`src/cmf_consts.vh`:
```
// constants for the core memory map, return stack and flag logic
// Notes on behaviour
// - return stack: 16 entries, 15 bits each
// - overflow and underflow set power control flags
// - stack error resets device when enabled
// - two 16-bit pointers reach data and program
// - pointer read of program costs one extra cycle over a data read
// - 15-bit program counter, 32K by 14 space
// - addresses wrap inside 4096 implemented words
// - reset starts at 0000h, interrupt at 0004h
// - pointer high bit 7 selects program memory
// - program read returns low 8 word bits
// - pointer writes never change program memory
// - data memory is 32 banks of 128
// - direct access uses the bank select register
// - unimplemented data locations read as zero
// - first 12 bank addresses are core registers; 09h and 0Bh are passed on to data memory
// - flag-updating instruction overrides status flag writes
// - timeout and sleep bits read-only, 7:5 zero
// - timeout bit: set clear/sleep, cleared timeout
// - sleep bit: set clear op, cleared sleep
// - zero flag follows arithmetic or logic result
// - digit carry from bit 3, carry from 7
// - subtract adds two's complement, carries are inverted borrows
`ifndef CMF_CONSTS_VH
`define CMF_CONSTS_VH
`define CMF_PC_W 15
`define CMF_RESET_VEC 15'h0000
`define CMF_INT_VEC 15'h0004
`define CMF_PC_MASK 15'h0fff
`define CMF_STACK_DEPTH 16
`define CMF_DMEM_LAST 16'h0fff
`define CMF_PROG_BIT 15
`define CMF_OFS_IND0 7'h00
`define CMF_OFS_IND1 7'h01
`define CMF_OFS_PCL 7'h02
`define CMF_OFS_STATUS 7'h03
`define CMF_OFS_FP0L 7'h04
`define CMF_OFS_FP0H 7'h05
`define CMF_OFS_FP1L 7'h06
`define CMF_OFS_FP1H 7'h07
`define CMF_OFS_BSR 7'h08
`define CMF_OFS_WREG 7'h09
`define CMF_OFS_PROGRAM_COUNTER_LATCH_HIGH 7'h0a
`define CMF_OFS_INTCON 7'h0b
`define CMF_ST_TO 4
`define CMF_ST_PD 3
`define CMF_ST_Z 2
`define CMF_ST_DC 1
`define CMF_ST_C 0
`define CMF_STATUS_RST 5'h18
`define CMF_OP_ADD 2'h0
`define CMF_OP_SUB 2'h1
`define CMF_OP_LOGIC 2'h2
`endif

```
`src/cmf_return_stack.v`:
```
// return address stack with overflow and underflow detection
`timescale 1ns/1ps
`include "cmf_consts.vh"

module cmf_return_stack #(
    parameter DEPTH = `CMF_STACK_DEPTH,
    parameter IDX_W = 4,
    parameter WIDTH = `CMF_PC_W
) (
    input wire core_clk,
    input wire nrst,
    input wire push,
    input wire pop,
    input wire [WIDTH-1:0] push_data,
    output wire [WIDTH-1:0] pop_data,
    output reg overflow,
    output reg underflow
);
    reg [WIDTH-1:0] mem [0:DEPTH-1];
    reg [IDX_W-1:0] idx;
    reg [IDX_W:0] count;
    wire [IDX_W-1:0] idx_below;

    assign idx_below = idx - {{(IDX_W-1){1'b0}}, 1'b1};
    // top entry is the one just below the write index
    assign pop_data = mem[idx_below];

    // storage; a push always writes, overflow wraps onto oldest entry
    always @(posedge core_clk) begin
        if (push) begin
            mem[idx] <= push_data;
        end
    end

    // index, fill count and error pulses
    always @(posedge core_clk) begin
        if (!nrst) begin
            idx <= {IDX_W{1'b0}};
            count <= {(IDX_W+1){1'b0}};
            overflow <= 1'b0;
            underflow <= 1'b0;
        end else begin
            overflow <= 1'b0;
            underflow <= 1'b0;
            if (push) begin
                idx <= idx + {{(IDX_W-1){1'b0}}, 1'b1};
                if (count == DEPTH[IDX_W:0]) begin
                    overflow <= 1'b1;
                end else begin
                    count <= count + {{IDX_W{1'b0}}, 1'b1};
                end
            end else if (pop) begin
                idx <= idx_below;
                if (count == {(IDX_W+1){1'b0}}) begin
                    underflow <= 1'b1;
                end else begin
                    count <= count - {{IDX_W{1'b0}}, 1'b1};
                end
            end
        end
    end
endmodule

```
`src/cmf_core_map.v`:
```
// program counter, pointers, banked data access and status flags
`timescale 1ns/1ps
`include "cmf_consts.vh"

module cmf_core_map #(
    parameter PC_W = `CMF_PC_W
) (
    input wire core_clk,
    input wire nrst,
    input wire pc_step,
    input wire pc_jump,
    input wire pc_call,
    input wire pc_return,
    input wire int_entry,
    input wire [PC_W-1:0] pc_target,
    output reg [PC_W-1:0] prog_counter,
    input wire stack_err_reset_en,
    input wire stack_flag_clear,
    output reg stack_overflow_flag,
    output reg stack_underflow_flag,
    output reg soft_reset,
    input wire access_req,
    input wire access_ind,
    input wire access_ptr,
    input wire access_wr,
    input wire [6:0] access_addr,
    input wire [7:0] access_wdata,
    output reg access_busy,
    output reg access_done,
    output reg [7:0] access_rdata,
    output reg [11:0] dmem_addr,
    output reg dmem_rd,
    output reg dmem_we,
    output reg [7:0] dmem_wdata,
    input wire [7:0] dmem_rdata,
    input wire dmem_impl,
    output reg [PC_W-1:0] pmem_addr,
    output reg pmem_rd,
    input wire [13:0] pmem_rdata,
    input wire flag_upd,
    input wire [1:0] flag_op,
    input wire [7:0] flag_a,
    input wire [7:0] flag_b,
    input wire [7:0] flag_logic_res,
    input wire watchdog_clear_op,
    input wire sleep_op,
    input wire watchdog_timeout,
    output reg [7:0] arith_and_reset_flags,
    output reg [4:0] bank_select_reg
);
    localparam S_IDLE = 2'h0;
    localparam S_DMEM = 2'h1;
    localparam S_PMEM1 = 2'h2;
    localparam S_PMEM2 = 2'h3;

    reg [1:0] state;
    reg [15:0] file_pointer [0:1];
    reg [6:0] program_counter_latch_high;
    reg dmem_ok;

    wire [PC_W-1:0] stack_top;
    wire stk_ovf;
    wire stk_unf;
    wire stk_push;
    wire stk_pop;
    wire [PC_W-1:0] stk_push_data;
    wire [PC_W-1:0] pc_next_seq;

    reg use_ptr;
    reg ptr_sel;
    reg [15:0] ptr_val;
    reg [15:0] eff_addr;
    reg is_prog;
    reg is_core;
    reg out_range;
    reg [7:0] core_rdata;
    reg pcl_wr;
    reg status_wr;
    reg [8:0] sum9;
    reg [4:0] sum5;
    reg [7:0] b_eff;
    reg cin;
    reg next_z;
    reg next_dc;
    reg next_c;

    assign pc_next_seq = (prog_counter + {{(PC_W-1){1'b0}}, 1'b1})
                         & `CMF_PC_MASK;
    assign stk_push = int_entry | pc_call;
    assign stk_pop = pc_return & ~stk_push;
    assign stk_push_data = int_entry ? prog_counter : pc_next_seq;

    cmf_return_stack #(
        .DEPTH(`CMF_STACK_DEPTH),
        .IDX_W(4),
        .WIDTH(PC_W)
    ) u_stack (
        .core_clk(core_clk),
        .nrst(nrst),
        .push(stk_push),
        .pop(stk_pop),
        .push_data(stk_push_data),
        .pop_data(stack_top),
        .overflow(stk_ovf),
        .underflow(stk_unf)
    );

    // access decode: pick pointer or bank, classify the target
    always @* begin
        use_ptr = access_ind | (access_addr == `CMF_OFS_IND0)
                  | (access_addr == `CMF_OFS_IND1);
        ptr_sel = access_ind ? access_ptr : access_addr[0];
        ptr_val = file_pointer[ptr_sel];
        if (use_ptr) begin
            eff_addr = {1'b0, ptr_val[14:0]};
        end else begin
            eff_addr = {4'h0, bank_select_reg, access_addr};
        end
        is_prog = use_ptr & ptr_val[`CMF_PROG_BIT];
        out_range = eff_addr > `CMF_DMEM_LAST;
        // core registers appear at the bottom of every bank
        is_core = (eff_addr[6:0] <= `CMF_OFS_INTCON)
                  & (eff_addr[6:0] != `CMF_OFS_WREG)
                  & (eff_addr[6:0] != `CMF_OFS_INTCON);
        core_rdata = 8'h00;
        if (eff_addr[6:0] == `CMF_OFS_PCL) begin
            core_rdata = prog_counter[7:0];
        end else if (eff_addr[6:0] == `CMF_OFS_STATUS) begin
            core_rdata = arith_and_reset_flags;
        end else if (eff_addr[6:0] == `CMF_OFS_FP0L) begin
            core_rdata = file_pointer[0][7:0];
        end else if (eff_addr[6:0] == `CMF_OFS_FP0H) begin
            core_rdata = file_pointer[0][15:8];
        end else if (eff_addr[6:0] == `CMF_OFS_FP1L) begin
            core_rdata = file_pointer[1][7:0];
        end else if (eff_addr[6:0] == `CMF_OFS_FP1H) begin
            core_rdata = file_pointer[1][15:8];
        end else if (eff_addr[6:0] == `CMF_OFS_BSR) begin
            core_rdata = {3'h0, bank_select_reg};
        end else if (eff_addr[6:0] == `CMF_OFS_PROGRAM_COUNTER_LATCH_HIGH) begin
            core_rdata = {1'h0, program_counter_latch_high};
        end
        pcl_wr = 1'b0;
        status_wr = 1'b0;
        if ((state == S_IDLE) && access_req && access_wr && !is_prog
            && !out_range && is_core) begin
            pcl_wr = eff_addr[6:0] == `CMF_OFS_PCL;
            status_wr = eff_addr[6:0] == `CMF_OFS_STATUS;
        end
    end

    // access sequencer: local core, external data, program read
    always @(posedge core_clk) begin
        if (!nrst) begin
            state <= S_IDLE;
            access_busy <= 1'b0;
            access_done <= 1'b0;
            access_rdata <= 8'h00;
            dmem_addr <= 12'h000;
            dmem_rd <= 1'b0;
            dmem_we <= 1'b0;
            dmem_wdata <= 8'h00;
            dmem_ok <= 1'b0;
            pmem_addr <= `CMF_RESET_VEC;
            pmem_rd <= 1'b0;
        end else begin
            access_done <= 1'b0;
            dmem_rd <= 1'b0;
            dmem_we <= 1'b0;
            pmem_rd <= 1'b0;
            case (state)
                S_IDLE: begin
                    if (access_req) begin
                        if (is_prog) begin
                            if (access_wr) begin
                                access_done <= 1'b1;
                            end else begin
                                pmem_addr <= ptr_val[PC_W-1:0]
                                             & `CMF_PC_MASK;
                                pmem_rd <= 1'b1;
                                access_busy <= 1'b1;
                                state <= S_PMEM1;
                            end
                        end else if (out_range) begin
                            access_rdata <= 8'h00;
                            access_done <= 1'b1;
                        end else if (is_core) begin
                            access_rdata <= access_wr ? 8'h00 : core_rdata;
                            access_done <= 1'b1;
                        end else begin
                            dmem_addr <= eff_addr[11:0];
                            dmem_rd <= ~access_wr;
                            dmem_we <= access_wr;
                            dmem_wdata <= access_wdata;
                            dmem_ok <= ~access_wr;
                            access_busy <= 1'b1;
                            state <= S_DMEM;
                        end
                    end
                end
                S_DMEM: begin
                    access_rdata <= (dmem_ok && dmem_impl)
                                    ? dmem_rdata : 8'h00;
                    access_done <= 1'b1;
                    access_busy <= 1'b0;
                    state <= S_IDLE;
                end
                S_PMEM1: begin
                    state <= S_PMEM2;
                end
                default: begin
                    access_rdata <= pmem_rdata[7:0];
                    access_done <= 1'b1;
                    access_busy <= 1'b0;
                    state <= S_IDLE;
                end
            endcase
        end
    end

    // pointer, bank and latch registers written as file registers
    always @(posedge core_clk) begin
        if (!nrst) begin
            file_pointer[0] <= 16'h0000;
            file_pointer[1] <= 16'h0000;
            bank_select_reg <= 5'h00;
            program_counter_latch_high <= 7'h00;
        end else if ((state == S_IDLE) && access_req && access_wr
                     && !is_prog && !out_range && is_core) begin
            if (eff_addr[6:0] == `CMF_OFS_FP0L) begin
                file_pointer[0][7:0] <= access_wdata;
            end else if (eff_addr[6:0] == `CMF_OFS_FP0H) begin
                file_pointer[0][15:8] <= access_wdata;
            end else if (eff_addr[6:0] == `CMF_OFS_FP1L) begin
                file_pointer[1][7:0] <= access_wdata;
            end else if (eff_addr[6:0] == `CMF_OFS_FP1H) begin
                file_pointer[1][15:8] <= access_wdata;
            end else if (eff_addr[6:0] == `CMF_OFS_BSR) begin
                bank_select_reg <= access_wdata[4:0];
            end else if (eff_addr[6:0] == `CMF_OFS_PROGRAM_COUNTER_LATCH_HIGH) begin
                program_counter_latch_high <= access_wdata[6:0];
            end
        end
    end

    // program counter: interrupt, call or jump, return, PCL write, step
    always @(posedge core_clk) begin
        if (!nrst) begin
            prog_counter <= `CMF_RESET_VEC;
        end else if (int_entry) begin
            prog_counter <= `CMF_INT_VEC;
        end else if (pc_call || pc_jump) begin
            prog_counter <= pc_target & `CMF_PC_MASK;
        end else if (pc_return) begin
            prog_counter <= stack_top & `CMF_PC_MASK;
        end else if (pcl_wr) begin
            prog_counter <= {program_counter_latch_high, access_wdata}
                            & `CMF_PC_MASK;
        end else if (pc_step) begin
            prog_counter <= pc_next_seq;
        end
    end

    // stack error flags are sticky, a new error beats the clear
    always @(posedge core_clk) begin
        if (!nrst) begin
            stack_overflow_flag <= 1'b0;
            stack_underflow_flag <= 1'b0;
            soft_reset <= 1'b0;
        end else begin
            stack_overflow_flag <= stk_ovf
                | (stack_overflow_flag & ~stack_flag_clear);
            stack_underflow_flag <= stk_unf
                | (stack_underflow_flag & ~stack_flag_clear);
            soft_reset <= stack_err_reset_en & (stk_ovf | stk_unf);
        end
    end

    // flag arithmetic; subtraction adds the two's complement
    always @* begin
        b_eff = (flag_op == `CMF_OP_SUB) ? ~flag_b : flag_b;
        cin = flag_op == `CMF_OP_SUB;
        sum9 = {1'b0, flag_a} + {1'b0, b_eff} + {8'h00, cin};
        sum5 = {1'b0, flag_a[3:0]} + {1'b0, b_eff[3:0]} + {4'h0, cin};
        next_dc = sum5[4];
        next_c = sum9[8];
        if (flag_op == `CMF_OP_LOGIC) begin
            next_z = flag_logic_res == 8'h00;
        end else begin
            next_z = sum9[7:0] == 8'h00;
        end
    end

    // status register: flags, timeout and sleep bits
    always @(posedge core_clk) begin
        if (!nrst) begin
            arith_and_reset_flags <= {3'h0, `CMF_STATUS_RST};
        end else begin
            arith_and_reset_flags[7:5] <= 3'h0;
            if (flag_upd) begin
                arith_and_reset_flags[`CMF_ST_Z] <= next_z;
                if (flag_op != `CMF_OP_LOGIC) begin
                    arith_and_reset_flags[`CMF_ST_DC] <= next_dc;
                    arith_and_reset_flags[`CMF_ST_C] <= next_c;
                end
            end else if (status_wr) begin
                arith_and_reset_flags[2:0] <= access_wdata[2:0];
            end
            // software writes never reach bits 4 and 3
            if (watchdog_clear_op || sleep_op) begin
                arith_and_reset_flags[`CMF_ST_TO] <= 1'b1;
            end else if (watchdog_timeout) begin
                arith_and_reset_flags[`CMF_ST_TO] <= 1'b0;
            end
            if (watchdog_clear_op) begin
                arith_and_reset_flags[`CMF_ST_PD] <= 1'b1;
            end else if (sleep_op) begin
                arith_and_reset_flags[`CMF_ST_PD] <= 1'b0;
            end
        end
    end
endmodule

```
`config.mk`:
```
export PLATFORM = sky130hd
export DESIGN_NAME = cmf_core_map
export DESIGN_NICKNAME = d
export VERILOG_FILES = /design/src/cmf_return_stack.v /design/src/cmf_core_map.v
export VERILOG_INCLUDE_DIRS = /design/src /design/src/src
export SDC_FILE = /design/constraint.sdc
export NUM_CORES = 1
export LEC_CHECK = 0
export ABC_AREA = 1
export BUFFER_PORTS_ARGS = -buffer_cell sky130_fd_sc_hd__buf_2
export CAP_MARGIN = 20
export CORE_ASPECT_RATIO = 0.75
export CORE_UTILIZATION = 60
export DETAILED_ROUTE_END_ITERATION = 8
export PLACE_DENSITY = 0.88
export SLEW_MARGIN = 20
export SYNTH_ARGS = -nofsm -noshare
export SYNTH_HDL_FRONTEND = slang
export SYNTH_HIERARCHICAL = 1
export SYNTH_SLANG_ARGS = --single-unit
export TNS_END_PERCENT = 5
```
`constraint.sdc`:
```
create_clock -name core_clk -period 6.5 [get_ports core_clk]
set_input_delay 1.3 -clock core_clk [delete_from_list [all_inputs] [get_ports core_clk]]
set_output_delay 1.3 -clock core_clk [all_outputs]
set_load 0.02 [all_outputs]
```
* Word level (Yosys, flattened, before mapping) *
Memories as Yosys holds them, arrays and structs flattened.
Index checks and enable logic that the tools add are counted.
Widths: inputs -> output; s select.

storage, ports and cells
  register bits after elaboration = 94
  bits in latches = 0
  RAM bits = 224
  ROM bits = 0
  input bits = 96
  output and inout port bits = 79
  logic and storage cells = 221
  memories kept = 2

memory list
  name          words  width  read ports  clocked after memory_dff  wr ports  line                   text
  u_stack.mem   16     12     1           0                         1         cmf_return_stack.v:19  reg [WIDTH-1:0] mem [0:DEPTH-1];
  file_pointer  2      16     3           0                         2         cmf_core_map.v:57      reg [15:0] file_pointer [0:1];

operators by class
  add/sub/neg operators = 9
  multiply operators = 0
  div/mod/pow operators = 0
  order comparisons = 2
  eq/ne operators = 26
  shift operators = 0
  mux-type cells = 86
  bitwise operators = 34
  reduce and logical (&&, ||, !) cells = 35

operators by type and width
  kind                   count
  $mux 8                 17
  $mux 12                5
  $mux 1                 42
  $eq 7x3->1 const B     4
  $pmux 8 s3             1
  $mux 5                 4
  $logic_not 8->1        2
  $not 1->1              16
  $reduce_and 4->1       4
  $gt 15x12->1 const B   1
  $mux 15                1
  $eq 7x2->1 const B     2
  $eq 7x4->1 const B     2
  $mux 7                 2
  $ne 7x4->1 const B     2
  $add 12x1->12 const B  1
  $mux 2                 6
  $ne 3x3->1 const B     4
  $ne 2x2->1 const B     5
  $or 1x1->1             10
  $reduce_and 5->1       2
  $add 8x8->9            1
  $add 9x1->9            1
  $mux 3                 3
  other kinds (33)       54

* Longest topological paths before layout *
  depth after elaboration = 19
  gate-level depth with buffers = 20
  mapped depth without buffers = 19

* Modules after synthesis *
The synthesis kept the hierarchy.

by module, submodules not included
  module            times used  cells an instance  area an instance (um2)  sequential area each (um2)
  cmf_return_stack  1           1111               11104.4                 7427.1
  cmf_core_map      1           951                6678.9                  2562.5

* Least setup slack after synthesis *
OpenSTA, ideal clock, no wires.

  path type = input to register
  from = input access_addr[5]
  to = memory file_pointer[0][0] (enable)
  arrival time = 3.120 ns
  required time = 6.116 ns
  slack = 2.996 ns
  stages = 13
  cells stage by stage = nor2_1 nand3_2 nand2_4 nand2_1 nand2_1 nand2_2 nor2_4 buf_6 nand2_4 nand2_4 buf_6 nand2_4 o21ai_0

RTL lines
  item                line               text
  start: declaration  cmf_core_map.v:26  input wire [6:0] access_addr,
  end: declaration    cmf_core_map.v:57

==> summary.md <==
| Metric | Value |
|---|---|
| Worst VDD drop | `0.224 mV` |
| CP arrival | `4.28 ns` |
| Worst-path maximum fanout | `30` |
| Total gr overflow | `0` |
| Non-Filler Cell Area, Final | `0.0178 mm2` |
| Crit Path Category | `primary input to flip-flop` |
| Resized cells post-CTS | `0` |
| Cts hold-fix bufs | `0` |
| Placed Area | `0.0168 mm2` |
| Final setup viols | `0` |
| Total CTS buffers | `30` |
| HP Class | `flip-flop to flip-flop` |
| Post-Syn Area | `0.0158 mm2` |
| Fin crit period | `4.10 ns` |
| Post-DP HPWL | `29600 um` |
| Most common cell after layout, fill and taps aside | `nand2_1` |
| Max-cap violation count | `0` |
| DRC | `0` |
| Row count | `51` |
| Cells on worst reg2reg path | `14` |
| Post-layout util | `68.5%` |
| GR Util All Layers | `32.1%` |
| Layout area overhead | `12.5%` |
| Die height | `142 um` |
| Initial core utilization | `60.9%` |
| Top reg by flops | `u_stack/mem` |
| Period utilization | `63.1%` |
| Max Buffers Root-to-Sink | `3` |
| Fin. Hold Viols | `0` |
| Status | `complete, no violations` |
| Layout cell share with drive strength beyond 1 | `14.6%` |
| PD cells | `273 mW/mm2` |
| Cells after Synth | `1877` |
| CTS Root Cell | `clkbuf_16` |
| Commonest non-fill, non-tap cells in the layout | `498 x nand2_1, 269 x inv_1, 224 x edfxtp_1, 192 x nand3_1, 156 x buf_2` |
| Vias per std cell | `5.72` |
| Worst Path Required | `6.68 ns` |
| Crit path cell chain | `buf_2, inv_2, nand2_4, nand2_4, nand2_1, nand2_1, nand2_1, nand2_1, nand2_2, nor2_4, buf_4, nand3_1, nand2_4, nand2_4, o21ai_0` |
| Register area | `0.00855 mm2` |
| Comb pwr share | `17.7%` |
| DR vias | `13620` |
| Worst Hold Path Cells | `2` |
| CP peak stage delay | `0.87 ns` |
| Hold Path Origin | `program_counter_latch_high[4]` |
| Worst setup EP type | `flip-flop` |
| F_max | `244 MHz` |
| First-pass GRT wire length | `66700 um` |
| Reg2reg start | `u_stack/idx[0]` |
| Post-CTS setup buffer count | `0` |
| Antenna Nets Post-Route | `0` |
| Final Skew | `0.0160 ns` |
| PortBufs | `156` |
| Vias in the first global route | `12515` |
| Clock-pin slew on the worst setup and hold paths | `0.06 ns` |
| Psw | `1.40 mW` |
| CTS sink cnt | `315` |
| Die area | `0.0270 mm2` |
| RSZ-0062 raised after global routing | `false` |
| Io pins | `175` |
| Initial antenna violation count | `1` |
| Largest net degree at the start of global routing | `89` |
| Core area | `0.0259 mm2` |
| Layout filler cell count | `1881` |
| CP Launch Type | `primary input` |
| Syn_area_per_cell | `8.41 um2` |
| Slew HR | `26.2%` |
| Worst Setup SP | `access_ind` |
| Setup TNS | `0 ns` |
| Seq pwr share | `47.3%` |
| Cell family with most CP delay | `simple AND/OR/NAND/NOR gates` |
| Worst path slowest cell | `o21ai_0` |
| Pre-CTS setup slack | `1.95 ns` |
| Chip width | `189 um` |
| TritonCTS clock tree | `built` |
| Largest regs | `u_stack/mem (192), file_pointer (32)` |
| Final layout net count | `2127` |
| Final max-slew violation count | `0` |
| Switching Fraction | `28.8%` |
| Detailed-route wire length | `43500 um` |
| 1st-pass router iterations | `6` |
| Drt wl/cell | `18.3 um` |
| Worst-margin pin slew | `1.10 ns` |
| Final WS setup | `2.40 ns` |
| GP Congestion | `1.00` |
| Internal | `3.45 mW` |
| Worst-skew pair later-pin latency | `0.56 ns` |
| Buffers and inverters on the worst path | `3` |
| Flop2flop setup slack | `3.14 ns` |
| Max reg flops | `192` |
| Critical Path Stages | `15` |
| Synth Warn # | `6` |
| Initial DRC Count | `2404` |
| Diode count | `0` |
| CTS H-tree depth | `1` |
| LEAKAGE | `8.13 nW` |
| Clock power share | `35.0%` |
| Area of the multi-input gates | `0.00573 mm2` |
## metal layers
metal	global-route usage, %	share of wire [%]	up-vias
met3	7.22	14	131
met1	45.3	39	6212
met5	0	0.025	-
met2	49.4	45	952
li1	-	-	6323
met4	9.89	2.8	2
## layout make-up
cell class              instances  area share (%)
multi-input cells            1196            32.3
inverters                     280            5.92
well taps                     344            2.42
flip-flops and latches        315            48.2
repair buffers                190            5.84
clock inverters                14           0.571
clock buffers                  41            4.81
## worst reg2reg max path: stages (launching register included)
cell,delay (ns)
dfxtp_4,0.49
inv_2,0.12
buf_4,0.73
ha_1,0.44
xor2_2,0.17
buf_4,0.36
nand3_1,0.18
nand3_1,0.16
nand2_1,0.10
nand2_1,0.10
nand2_1,0.07
inv_1,0.06
nand2_1,0.05
a21oi_1,0.13
nor2_1,0.06
## path summary, 6_finish.rpt
path | end
setup / recovery | file_pointer[1][8]
hold / removal | program_counter_latch_high[4]
setup reg to reg | prog_counter[2]
hold reg to reg | program_counter_latch_high[4]
## power by group through the flow
| stage | Clock (mW) | Combinational (mW) | Sequential [mW] |
|---|---|---|---|
| after floorplan | 0 | 0.560 | 2.34 |
| after global placement | 0 | 0.794 | 2.33 |
| after detailed placement | 0 | 0.829 | 2.33 |
| after CTS | 1.70 | 0.841 | 2.29 |
| after global routing | 1.78 | 0.936 | 2.30 |
| final | 1.70 | 0.860 | 2.29 |
## per-stage QoR
stage / hold WS [ns] / total power [mW] / cells
after global routing: 0.485 / 5.02 / 2380
after floorplan: 0.421 / 2.90 / 1885
after detailed placement: 0.453 / 3.16 / 2325
after global placement: 0.438 / 3.12 / 2325
after CTS: 0.461 / 4.83 / 2380
final: 0.453 / 4.85 / 2380
Power figures use the tool's default switching activity.
